<file path="src/core/msu_regs.vh">
// Constants for the serial port: register select, field positions, reset values and bit timing.
`ifndef MSU_REGS_VH
`define MSU_REGS_VH
// --------------------------------------------------------------------------
// Register select (address bit zero)
// --------------------------------------------------------------------------
`define MSU_SEL_CMD_STATUS 1'h0
`define MSU_SEL_DATA 1'h1
// --------------------------------------------------------------------------
// Command fields
// --------------------------------------------------------------------------
`define MSU_CMD_RATE_LO 0
`define MSU_CMD_RATE_HI 1
`define MSU_CMD_TXC_LO 5
`define MSU_CMD_TXC_HI 6
`define MSU_CMD_RX_IRQ_EN 7
`define MSU_CMD_RESET_VAL 8'h03
`define MSU_RATE_9K6 2'h0
`define MSU_RATE_31K25 2'h1
`define MSU_RATE_38K4 2'h2
`define MSU_RATE_OFF 2'h3
`define MSU_TXC_NOIRQ_RTS_LO 2'h0
`define MSU_TXC_IRQ 2'h1
`define MSU_TXC_NOIRQ_RTS_HI 2'h2
`define MSU_TXC_BREAK 2'h3
// --------------------------------------------------------------------------
// Status fields
// --------------------------------------------------------------------------
`define MSU_ST_RX_FULL 0
`define MSU_ST_TX_EMPTY 1
`define MSU_ST_CTS 3
`define MSU_ST_FRAMING 4
`define MSU_ST_OVERRUN 5
`define MSU_ST_IRQ 7
// --------------------------------------------------------------------------
// Bit timing at 20 MHz: rate in Hz, cycles per bit rounded down
// --------------------------------------------------------------------------
`define MSU_CLK_HZ 20000000
`define MSU_BAUD_9K6_HZ 9600
`define MSU_BAUD_31K25_HZ 31250
`define MSU_BAUD_38K4_HZ 38400
`define MSU_BIT_CYC_9K6 (`MSU_CLK_HZ / `MSU_BAUD_9K6_HZ)
`define MSU_BIT_CYC_31K25 (`MSU_CLK_HZ / `MSU_BAUD_31K25_HZ)
`define MSU_BIT_CYC_38K4 (`MSU_CLK_HZ / `MSU_BAUD_38K4_HZ)
`define MSU_FIFO_WIDTH 8
`define MSU_FIFO_DEPTH 16
`endif

</file>
<file path="src/core/msu_fifo.v">
// Synchronous FIFO with valid/ready on both sides.
`timescale 1ns/100ps
module msu_fifo #(
    parameter WIDTH = 8,
    parameter DEPTH = 16,
    parameter AW = 4
) (
    input wire clk_sys,
    input wire rst,
    input wire clr,
    input wire in_valid,
    output wire in_ready,
    input wire [WIDTH-1:0] in_data,
    output wire out_valid,
    input wire out_ready,
    output wire [WIDTH-1:0] out_data
);
    reg [WIDTH-1:0] mem [0:DEPTH-1];
    reg [AW-1:0] wr_q;
    reg [AW-1:0] rd_q;
    reg [AW:0] cnt_q;
    wire push;
    wire pop;

    assign in_ready = (cnt_q != DEPTH[AW:0]);
    assign out_valid = (cnt_q != {(AW+1){1'b0}});
    assign out_data = mem[rd_q];
    assign push = in_valid && in_ready;
    assign pop = out_valid && out_ready;

    always @(posedge clk_sys) begin
        if (push) begin
            mem[wr_q] <= in_data;
        end
    end

    always @(posedge clk_sys) begin
        if (rst || clr) begin
            wr_q <= {AW{1'b0}};
            rd_q <= {AW{1'b0}};
            cnt_q <= {(AW+1){1'b0}};
        end else begin
            if (push) begin
                wr_q <= wr_q + 1'b1;
            end
            if (pop) begin
                rd_q <= rd_q + 1'b1;
            end
            if (push && !pop) begin
                cnt_q <= cnt_q + 1'b1;
            end else if (pop && !push) begin
                cnt_q <= cnt_q - 1'b1;
            end
        end
    end
endmodule // msu_fifo

</file>
<file path="src/core/msu_uart.v">
// Host-facing serial port with command/status and data registers.
//
// Summary of operation
// - Select low; address bit zero picks command/status (0) or data (1).
// - After reset rate is 11; port idle, apart from break driving the line low, until a valid rate is written.
// - Writing rate code 11 resets transmit and receive state.
// - Rate codes 00, 01, 10 give 9.6, 31.25, 38.4 kHz.
// - Command bits 6:5 set transmit interrupt, request-to-send and break.
// - Command bit 7 enables interrupt on receive full or overrun.
// - Status bit 0 sets on received byte, clears on data read.
// - Status bit 1 clears on data write, sets when the last buffered byte enters shifter.
// - Status bit 3 shows the active-low clear-to-send pin.
// - Clear-to-send inactive forces the transmit-empty bit to zero.
// - Status bit 4 flags missing stop bit for the held character.
// - Status bit 5 sets when unread received byte is overwritten.
// - Overrun bit clears when the host reads the data register.
// - Status bit 7 reads one exactly while interrupt is pending.
// - Data address writes transmit buffer and reads receive buffer.
`timescale 1ns/100ps
`include "msu_regs.vh"
module msu_uart (
    input wire clk_sys,
    input wire rst,
    input wire serial_port_select_n,
    input wire [1:0] addr,
    input wire rd_stb,
    input wire wr_stb,
    input wire [7:0] wr_data,
    output reg [7:0] rd_data,
    input wire rx_line,
    input wire cts_n,
    output wire tx_line,
    output wire rts_n,
    output wire irq
);
    // ----------------------------------------------------------------------
    // Host access
    // ----------------------------------------------------------------------
    // Decodes one host strobe against the select and address bit zero.
    function reg_hit;
        input sel_n;
        input stb;
        input a0;
        input want;
        begin
            reg_hit = !sel_n && stb && (a0 == want);
        end
    endfunction

    wire cmd_wr = reg_hit(serial_port_select_n, wr_stb, addr[0], `MSU_SEL_CMD_STATUS);
    wire data_wr = reg_hit(serial_port_select_n, wr_stb, addr[0], `MSU_SEL_DATA);
    wire data_rd = reg_hit(serial_port_select_n, rd_stb, addr[0], `MSU_SEL_DATA);
    wire st_rd = reg_hit(serial_port_select_n, rd_stb, addr[0], `MSU_SEL_CMD_STATUS);

    // ----------------------------------------------------------------------
    // Command register
    // ----------------------------------------------------------------------
    reg [7:0] cmd_q;
    wire [1:0] rate = cmd_q[`MSU_CMD_RATE_HI:`MSU_CMD_RATE_LO];
    wire [1:0] txc = cmd_q[`MSU_CMD_TXC_HI:`MSU_CMD_TXC_LO];
    wire active = (rate != `MSU_RATE_OFF);
    wire rate_off_wr = cmd_wr && (wr_data[`MSU_CMD_RATE_HI:`MSU_CMD_RATE_LO] == `MSU_RATE_OFF);
    wire soft_rst = rst || rate_off_wr || !active;

    always @(posedge clk_sys) begin
        if (rst) begin
            cmd_q <= `MSU_CMD_RESET_VAL;
        end else if (cmd_wr) begin
            cmd_q <= wr_data;
        end
    end

    // ----------------------------------------------------------------------
    // Bit timing
    // ----------------------------------------------------------------------
    function [15:0] bit_cycles;
        input [1:0] code;
        reg [31:0] cyc;
        begin
            case (code)
                `MSU_RATE_9K6: cyc = `MSU_BIT_CYC_9K6;
                `MSU_RATE_31K25: cyc = `MSU_BIT_CYC_31K25;
                default: cyc = `MSU_BIT_CYC_38K4;
            endcase
            bit_cycles = cyc[15:0];
        end
    endfunction

    // A count at or past the last cycle ends the bit, so a rate change mid-bit cannot wrap the counter.
    function bit_done;
        input [15:0] cnt;
        input [15:0] len;
        begin
            bit_done = (cnt >= len - 16'h0001);
        end
    endfunction
    wire [15:0] bit_len = bit_cycles(rate);

    // ----------------------------------------------------------------------
    // Transmit buffer path
    // ----------------------------------------------------------------------
    wire fifo_in_ready;
    wire fifo_out_valid;
    wire fifo_out_ready;
    wire [7:0] fifo_out_data;
    msu_fifo #(
        .WIDTH(`MSU_FIFO_WIDTH),
        .DEPTH(`MSU_FIFO_DEPTH),
        .AW(4)
    ) u_txbuf (
        .clk_sys(clk_sys),
        .rst(rst),
        .clr(soft_rst),
        .in_valid(data_wr),
        .in_ready(fifo_in_ready),
        .in_data(wr_data),
        .out_valid(fifo_out_valid),
        .out_ready(fifo_out_ready),
        .out_data(fifo_out_data)
    );

    // ----------------------------------------------------------------------
    // Transmitter
    // ----------------------------------------------------------------------
    localparam TX_IDLE = 1'b0;
    localparam TX_SHIFT = 1'b1;
    reg tx_st_q;
    reg [15:0] tx_cnt_q;
    reg [3:0] tx_bit_q;
    reg [9:0] tx_sh_q;
    wire tx_break = (txc == `MSU_TXC_BREAK);
    assign fifo_out_ready = active && (tx_st_q == TX_IDLE) && !cts_n && !tx_break;

    always @(posedge clk_sys) begin
        if (soft_rst) begin
            tx_st_q <= TX_IDLE;
            tx_cnt_q <= 16'h0000;
            tx_bit_q <= 4'h0;
            tx_sh_q <= 10'h3FF;
        end else begin
            case (tx_st_q)
                TX_IDLE: begin
                    if (fifo_out_valid && fifo_out_ready) begin
                        tx_sh_q <= {1'b1, fifo_out_data, 1'b0};
                        tx_cnt_q <= 16'h0000;
                        tx_bit_q <= 4'h0;
                        tx_st_q <= TX_SHIFT;
                    end
                end
                TX_SHIFT: begin
                    if (bit_done(tx_cnt_q, bit_len)) begin
                        tx_cnt_q <= 16'h0000;
                        tx_sh_q <= {1'b1, tx_sh_q[9:1]};
                        if (tx_bit_q == 4'h9) begin
                            tx_st_q <= TX_IDLE;
                        end else begin
                            tx_bit_q <= tx_bit_q + 4'h1;
                        end
                    end else begin
                        tx_cnt_q <= tx_cnt_q + 16'h0001;
                    end
                end
                default: tx_st_q <= TX_IDLE;
            endcase
        end
    end
    assign tx_line = tx_break ? 1'b0 : tx_sh_q[0];
    assign rts_n = (txc == `MSU_TXC_NOIRQ_RTS_HI);

    wire tx_empty = !fifo_out_valid && !cts_n;

    // ----------------------------------------------------------------------
    // Receiver
    // ----------------------------------------------------------------------
    localparam RX_IDLE = 2'h0;
    localparam RX_START = 2'h1;
    localparam RX_DATA = 2'h2;
    localparam RX_STOP = 2'h3;
    reg [1:0] rx_st_q;
    reg rx_s1_q;
    reg rx_s2_q;
    reg [15:0] rx_cnt_q;
    reg [2:0] rx_bit_q;
    reg [7:0] rx_sh_q;
    reg [7:0] rx_buf_q;
    reg rx_full_flag_q;
    reg framing_error_flag_q;
    reg overrun_flag_q;
    reg rx_done;
    reg rx_done_fe;

    // ----------------------------------------------------------------------
    // Receive synchroniser
    // ----------------------------------------------------------------------
    always @(posedge clk_sys) begin
        if (rst) begin
            rx_s1_q <= 1'b1;
            rx_s2_q <= 1'b1;
        end else begin
            rx_s1_q <= rx_line;
            rx_s2_q <= rx_s1_q;
        end
    end

    always @(posedge clk_sys) begin
        rx_done <= 1'b0;
        rx_done_fe <= 1'b0;
        if (soft_rst) begin
            rx_st_q <= RX_IDLE;
            rx_cnt_q <= 16'h0000;
            rx_bit_q <= 3'h0;
            rx_sh_q <= 8'h00;
        end else begin
            case (rx_st_q)
                RX_IDLE: begin
                    rx_cnt_q <= 16'h0000;
                    if (!rx_s2_q) begin
                        rx_st_q <= RX_START;
                    end
                end
                RX_START: begin
                    if (rx_cnt_q >= {1'b0, bit_len[15:1]}) begin
                        rx_cnt_q <= 16'h0000;
                        rx_bit_q <= 3'h0;
                        rx_st_q <= rx_s2_q ? RX_IDLE : RX_DATA;
                    end else begin
                        rx_cnt_q <= rx_cnt_q + 16'h0001;
                    end
                end
                RX_DATA: begin
                    if (bit_done(rx_cnt_q, bit_len)) begin
                        rx_cnt_q <= 16'h0000;
                        rx_sh_q <= {rx_s2_q, rx_sh_q[7:1]};
                        rx_bit_q <= rx_bit_q + 3'h1;
                        if (rx_bit_q == 3'h7) begin
                            rx_st_q <= RX_STOP;
                        end
                    end else begin
                        rx_cnt_q <= rx_cnt_q + 16'h0001;
                    end
                end
                RX_STOP: begin
                    if (bit_done(rx_cnt_q, bit_len)) begin
                        rx_done <= 1'b1;
                        rx_done_fe <= !rx_s2_q;
                        rx_st_q <= RX_IDLE;
                    end else begin
                        rx_cnt_q <= rx_cnt_q + 16'h0001;
                    end
                end
                default: rx_st_q <= RX_IDLE;
            endcase
        end
    end

    // ----------------------------------------------------------------------
    // Receive buffer and flags
    // ----------------------------------------------------------------------
    always @(posedge clk_sys) begin
        if (soft_rst) begin
            rx_buf_q <= 8'h00;
        end else if (rx_done) begin
            rx_buf_q <= rx_sh_q;
        end
    end

    // A new byte arriving with a host read wins over the clear.
    always @(posedge clk_sys) begin
        if (soft_rst) begin
            rx_full_flag_q <= 1'b0;
        end else if (rx_done) begin
            rx_full_flag_q <= 1'b1;
        end else if (data_rd) begin
            rx_full_flag_q <= 1'b0;
        end
    end

    always @(posedge clk_sys) begin
        if (soft_rst) begin
            framing_error_flag_q <= 1'b0;
        end else if (rx_done) begin
            framing_error_flag_q <= rx_done_fe;
        end
    end

    always @(posedge clk_sys) begin
        if (soft_rst) begin
            overrun_flag_q <= 1'b0;
        end else if (rx_done && rx_full_flag_q && !data_rd) begin
            overrun_flag_q <= 1'b1;
        end else if (data_rd) begin
            overrun_flag_q <= 1'b0;
        end
    end

    // ----------------------------------------------------------------------
    // Interrupt and status
    // ----------------------------------------------------------------------
    wire irq_rx = cmd_q[`MSU_CMD_RX_IRQ_EN] && (rx_full_flag_q || overrun_flag_q);
    wire irq_tx = (txc == `MSU_TXC_IRQ) && tx_empty;
    assign irq = active && (irq_rx || irq_tx);

    wire [7:0] status;
    assign status[`MSU_ST_RX_FULL] = rx_full_flag_q;
    assign status[`MSU_ST_TX_EMPTY] = tx_empty;
    assign status[2] = 1'b0;
    assign status[`MSU_ST_CTS] = cts_n;
    assign status[`MSU_ST_FRAMING] = framing_error_flag_q;
    assign status[`MSU_ST_OVERRUN] = overrun_flag_q;
    assign status[6] = 1'b0;
    assign status[`MSU_ST_IRQ] = irq;

    // ----------------------------------------------------------------------
    // Read data
    // ----------------------------------------------------------------------
    always @(posedge clk_sys) begin
        if (rst) begin
            rd_data <= 8'h00;
        end else if (data_rd) begin
            rd_data <= rx_buf_q;
        end else if (st_rd) begin
            rd_data <= status;
        end
    end
endmodule // msu_uart

</file>
<file path="config.mk">
export PLATFORM = sky130hd
export DESIGN_NAME = msu_uart
export DESIGN_NICKNAME = d
export VERILOG_FILES = /design/src/core/msu_fifo.v /design/src/core/msu_uart.v
export VERILOG_INCLUDE_DIRS = /design/src /design/src/core
export SDC_FILE = /design/constraint.sdc
export NUM_CORES = 1
export LEC_CHECK = 0
export ABC_CLOCK_PERIOD_IN_PS = 8600
export BUFFER_PORTS_ARGS = -buffer_cell sky130_fd_sc_hd__buf_2
export CORE_ASPECT_RATIO = 1.2
export CORE_MARGIN = 5
export CORE_UTILIZATION = 25
export DETAILED_ROUTE_END_ITERATION = 7
export SYNTH_ARGS = -nofsm -noshare
export SYNTH_HDL_FRONTEND = slang
export SYNTH_SLANG_ARGS = --single-unit
</file>
<file path="constraint.sdc">
create_clock -name clk_sys -period 8.6 [get_ports clk_sys]
set_input_delay 0.43 -clock clk_sys [delete_from_list [all_inputs] [get_ports clk_sys]]
set_output_delay 0.43 -clock clk_sys [all_outputs]
set_load 0.05 [all_outputs]
</file>
Yosys cells after proc, flatten, opt, wreduce, memory -nomap -nowiden --
Memory sizes are Yosys's and may differ from the RTL's. A register that Yosys moved wholly into a read port is not among the register bits. Index checks and enable logic that the tools add are counted.
Operators by class: reduce and logical (&&, ||, !) cells 49, eq/ne operators 21, magnitude comparators 3, bitwise operators 4, $add $sub $neg 9, muxes and demuxes 42
Operators with widths (count):
- two-way mux 16 bit | 5
- case mux 16 bit (4 select lines) | 1
- adder 16 x 1 -> 16 bit (second input constant) | 2
- greater-or-equal comparator 16 bit | 2
- case mux 16 bit (2 select lines) | 1
- case mux 12 bit (2 select lines) | 1
- logical AND 1 bit | 20
- two-way mux 10 bit | 2
- two-way mux 4 bit | 5
- case mux 10 bit (2 select lines) | 1
- greater-or-equal comparator 16 x 15 -> 1 bit | 1
- two-way mux 8 bit | 2
- inequality test 2 bit (second input constant) | 8
- subtractor 16 x 1 -> 16 bit (second input constant) | 1
- adder 4 x 1 -> 4 bit (second input constant) | 3
- two-way mux 2 bit | 6
- == test 2 bit (second input constant) | 5
- two-way mux 1 bit | 10
- two-way mux 5 bit | 2
- nonzero test 2 bit | 5
- zero test 1 bit | 9
- case mux 2 bit (4 select lines) | 1
- case mux 4 bit (2 select lines) | 1
- == test 2 x 1 -> 1 bit (second input constant) | 3
- other kinds (19) | 31
Storage, ports and cells: memory bits (writable) 128, memories kept 1, register bits after elaboration 104
Memory list:
- u_txbuf.mem | words 16, width 8, read ports 1, clocked after Yosys merged registers in 1, wr ports 1, line msu_fifo.v:18 | reg [WIDTH-1:0] mem [0:DEPTH-1];

Logic depth before layout (Yosys ltp) --
depth in word-level cells 8, mapped depth 13, depth with buffers taken out 13

Cells and area by module --
Synthesis repeated with hierarchy kept, for this count alone.
Second synthesis, totals: cells, all modules 820, area, all modules 10302.4 sq um
By module, submodules not included:
- msu_fifo | area an instance 5776.8 sq um, cells an instance 310, instances 1
- msu_uart | area an instance 4525.6 sq um, cells an instance 510, instances 1

Least setup slack after synthesis --
Ideal clock, no wire load.
path kind register -> register, from register u_txbuf.cnt_q[0], to register u_txbuf.cnt_q[4], required time 8.529 ns, setup time 0.071 ns, slack 5.740 ns, stages on the path, launching flop included 13, buffers on the path 0, arrival 2.789 ns, cells stage by stage dfxtp_1 or4_1 o21ai_1 nor2_1 inv_1 ha_1 inv_1 fa_1 a21o_1 a21oi_1 xnor2_1 or3_1 a21oi_1
On the way: word-level cells in the longest chain between the ends 5
RTL lines:
- from (decl) | line msu_fifo.v:21 | reg [AW:0] cnt_q;
- from (signal assigned) | line msu_fifo.v:41 | cnt_q <= {(AW+1){1'b0}};
- from (signal assigned) | line msu_fifo.v:50 | cnt_q <= cnt_q + 1'b1;
- from (signal assigned) | line msu_fifo.v:52 | cnt_q <= cnt_q - 1'b1;
- branches (longest 5 deep; another with subtractor 5 x 1 -> 5 bit)
Several ways; the timed one is not identified. The select of a mux whose other input is x is not followed. A chain may end at the register's enable or synchronous reset.

Worst setup path after layout --
Ends and elaborated chain as after synthesis.

==> flow_summary_export.csv <==
group,metric,value,unit
outcome,outcome,"finished, final reports clean",
layout,diodes,0,
synthesis,synth.area.top_cells,"edfxtp_1 38%, dfxtp_1 20%, mux4_2 7.5%, ha_1 4.9%, mux2i_1 4.1%",
place,post-place-ws,5.175,ns
clock_network,clk_pin_slew,0.06,ns
global_routing,grt_max_degree,33,
setup_path,r2r_start,"u_txbuf.cnt_q[0]$_SDFFE_PP0P_",
setup_path,timing_worst_setup_path_type,"reg -> reg",
layout,fin_nets,870,
die,die_area,0.04506,mm2
timing,rsz0062_at_grt,"no",
layout,drive_gt1_share,15.06,%
synthesis,yosys.area.top_type,"edfxtp_1",
place,port_buffers,26,
clock_network,cts_setup_buffers,0,
route,viasPerCell,4.577,
setup_path,arrival,3.81,ns
die,die_w,194.6,um
setup_path,endpoint_kind,"flop",
setup_path,worstRegToRegCells,11,
timing,whs,0.1229,ns
timing,finalMaxSlewViolations,0,
synthesis,yosys.area_share.adder,5.091,%
synthesis,synth-seq-cells,232,
setup_path,cp_num_buf_inv,1,
power_and_ir_drop,power_density,193.5,mW/mm2
global_routing,grt_pass1_vias,6311,
global_routing,grt.total_usage,9.226,%
timing,finClkSkew,0.01521,ns
global_routing,grt_pass1_wl,34290,um
setup_path,cp.required,9.04,ns
route,drc,0,
route,wire_per_inst,15.62,um
route,drt_iter0_drc,323,
route,wirelength,21380,um
global_routing,gr-total-overflow,0,
clock_network,cts_resized,0,
setup_path,worst_path_most_repeated_cell,"a21oi_1",
synthesis,netlist_instances,788,
layout,utilization,28.81,%
clock_network,clockBufferDepth,3,
global_routing,antenna_found_initial,0,
place,hpwlAfterDp,14160,um
min_path,hp-start,"rx_line",
timing,finalCriticalPeriod,3.369,ns
setup_path,crit_family,"simple AND/OR/NAND/NOR gates",
timing,finalHoldViolCount,0,
timing,tightest_slew,1.005,ns
synthesis,syn_area_per_cell,12.97,um2
setup_path,crit_fanout,10,
timing,finalSetupViolCount,0,
setup_path,crit_chain,"or4_1 > nor2_1 > nor4bb_2 > ha_1 > inv_1 > fa_1 > a21o_1 > a21oi_1 > xnor2_1 > or3_1 > a21oi_1",
timing,relSlewSlack,32.93,%
layout,fillers,4070,
synthesis,synth_compound_area_share,9.962,%
power_and_ir_drop,ir_drop,0.0001517,V
clock_network,cts-buffers-inserted,25,
die,start_util,25.16,%
synthesis,synth_xor_area_share,1.285,%
route,antenna_left,0,
synthesis,yosysSeqAreaShare,57.96,%
clock_network,numClockSinks,232,
synthesis,synth_cell_types,74,
synthesis,synth_edf_count,128,
setup_path,rr_endpoint,"u_txbuf.cnt_q[4]$_SDFFE_PP0P_",
setup_path,reg2reg_slack,5.23,ns
min_path,hold_depth,2,
min_path,min_path_type,"in -> reg",
synthesis,yosysTopAreaCellShare,37.60,%
die,row_count,81,
place,routabilityCongestion,0.7524,
synthesis,synth_flop_cell,"edfxtp_1",
synthesis,yosys_warnings,0,
synthesis,synthMuxAreaShare,11.60,%
layout,final_common_cell,"edfxtp_1",
die,dieHeight,231.5,um
synthesis,synth-simple-area-share,11.61,%
layout,areaGrowthSynthToFinish,14.54,%
timing,fin_ws,5.231,ns
synthesis,synth_top_family_by_area,"simple AND/OR/NAND/NOR gates",
route,dr.pass1.iters,5,
clock_network,clock_latency,0.53,ns
route,vias,6266,
clock_network,root_buffer,"clkbuf_16",
setup_path,startpoint_type,"flop",
clock_network,ctsHoldBuffers,0,
layout,layout_common_cells,"128 x edfxtp_1, 103 x dfxtp_1, 71 x nor2_1",
power_and_ir_drop,p_leak,3.844,nW
clock_network,cts.htree.levels,1,
flow_run,drv_cap,0,
min_path,holdPathEnd,"rx_s1_q$_SDFF_PP1_",
setup_path,slowest_delay,0.84,ns
clock_network,tritoncts,"yes",
die,core,0.04064,mm2
timing,fin_crit_sh,39.17,%
synthesis,synth_area,0.01022,mm2
timing,tns,0,ns
timing,max_freq,296.9,MHz
setup_path,slowest_stage,"nor4bb_2",
synthesis,ys_async_sr_fraction,0,%
die,ios,28,
==> routing by layer <==
| layer | GRT usage, % | part of all wire, % | vias to the layer above |
|---|---|---|---|
| met5 | 0 | 0 | - |
| met4 | 1.912 | 1.8 | 0 |
| met3 | 1.585 | 2.8 | 27 |
| met2 | 16.67 | 51 | 71 |
| met1 | 11.61 | 45 | 3110 |
| li1 | - | - | 3058 |
==> synth_stat cells, types with 3 or more instances <==
library cell  instances
a31oi_1               5
mux4_2               34
buf_1                 4
nand3_1              16
xnor2_1               7
a32o_1                3
xor2_1                8
o211ai_1              5
a22oi_1               8
a211o_1               3
ha_1                 40
mux2i_1              42
nor2_1               71
clkbuf_1             28
edfxtp_1            128
inv_1                19
or3_1                 5
o2bb2ai_1             8
a211oi_1             14
nand2_1              34
nor3b_1               7
o21ai_0              17
a311oi_1              4
nand4b_1              3
nand2b_1              8
nand4_1               6
a21o_1                6
or4_1                 5
and2_1               20
and3_1               13
o21ai_1               3
nor3_1               13
dfxtp_1             104
nor2b_1               4
o221ai_1              5
buf_2                 5
a211oi_2              4
a41oi_1               3
a21oi_1              30
==> worst max-delay path by stage <==
stage / from / endpoint / slack [ns] / cells past startpoint
6_report: u_txbuf.cnt_q[0]$_SDFFE_PP0P_ / u_txbuf.cnt_q[4]$_SDFFE_PP0P_ / 5.23 / 11
5_1_grt: u_txbuf.cnt_q[0]$_SDFFE_PP0P_ / u_txbuf.cnt_q[4]$_SDFFE_PP0P_ / 4.94 / 11
4_1_cts: u_txbuf.cnt_q[0]$_SDFFE_PP0P_ / u_txbuf.cnt_q[4]$_SDFFE_PP0P_ / 5.22 / 11
3_5_place_dp: addr[0] / u_txbuf.cnt_q[4]$_SDFFE_PP0P_ / 5.17 / 10
3_3_place_gp: addr[0] / u_txbuf.cnt_q[4]$_SDFFE_PP0P_ / 5.15 / 10
2_1_floorplan: u_txbuf.cnt_q[0]$_SDFFE_PP0P_ / u_txbuf.cnt_q[4]$_SDFFE_PP0P_ / 5.74 / 12
==> flip-flops by register name, indices dropped and copies added (netlist names), 5 cells and up, named ones only <==
| register | cells |
|---|---|
| u_txbuf.mem | 128 |
| cmd_q | 5 |
| rx_sh_q | 8 |
| tx_sh_q | 9 |
| tx_cnt_q | 16 |
| rx_cnt_q | 16 |
| u_txbuf.cnt_q | 5 |
| rx_buf_q | 8 |
| rd_data | 8 |
==> per-stage QoR <==
| stage | cells | total power [W] | area (um2) |
|---|---|---|---|
| 3_3_place_gp | 1324 | 0.001264 | 10930 |
| 2_1_floorplan | 793 | 0.001239 | 10240 |
| 3_5_place_dp | 1324 | 0.001267 | 10930 |
| 4_1_cts | 1369 | 0.002297 | 11710 |
| 5_1_grt | 1369 | 0.002354 | 11710 |
| 6_report | 1369 | 0.002266 | 11710 |
==> cell families after synthesis <==
logic type               after synthesis
buffers and inverters                 60
AO/OA/AOI/OAI                        138
XOR/XNOR                              15
AND/OR/NAND/NOR                      225
other                                  1
adder cells (fa/ha/maj)               41
multiplexers                          76
flip-flops                           232
==> final cells by class <==
class                   count  area (um2)  area share, %
inverters                  20       75.07         0.6411
repair buffers             32       175.2          1.496
flip-flops and latches    232        5927          50.61
multi-input cells         501        4074          34.79
clock buffers              32       681.9          5.823
clock inverters            13       102.6         0.8762
well taps                 539       674.4          5.759
==> power by group <==
group	switching [W]	total, W	leakage [nW]	internal [W]
sequential	0.00000395	0.00118	1.99	0.00117
clock	0.000433	0.00102	0.388	0.000591
combinational	0.0000458	0.0000649	1.46	0.0000191
Power figures use the tool's default switching activity.
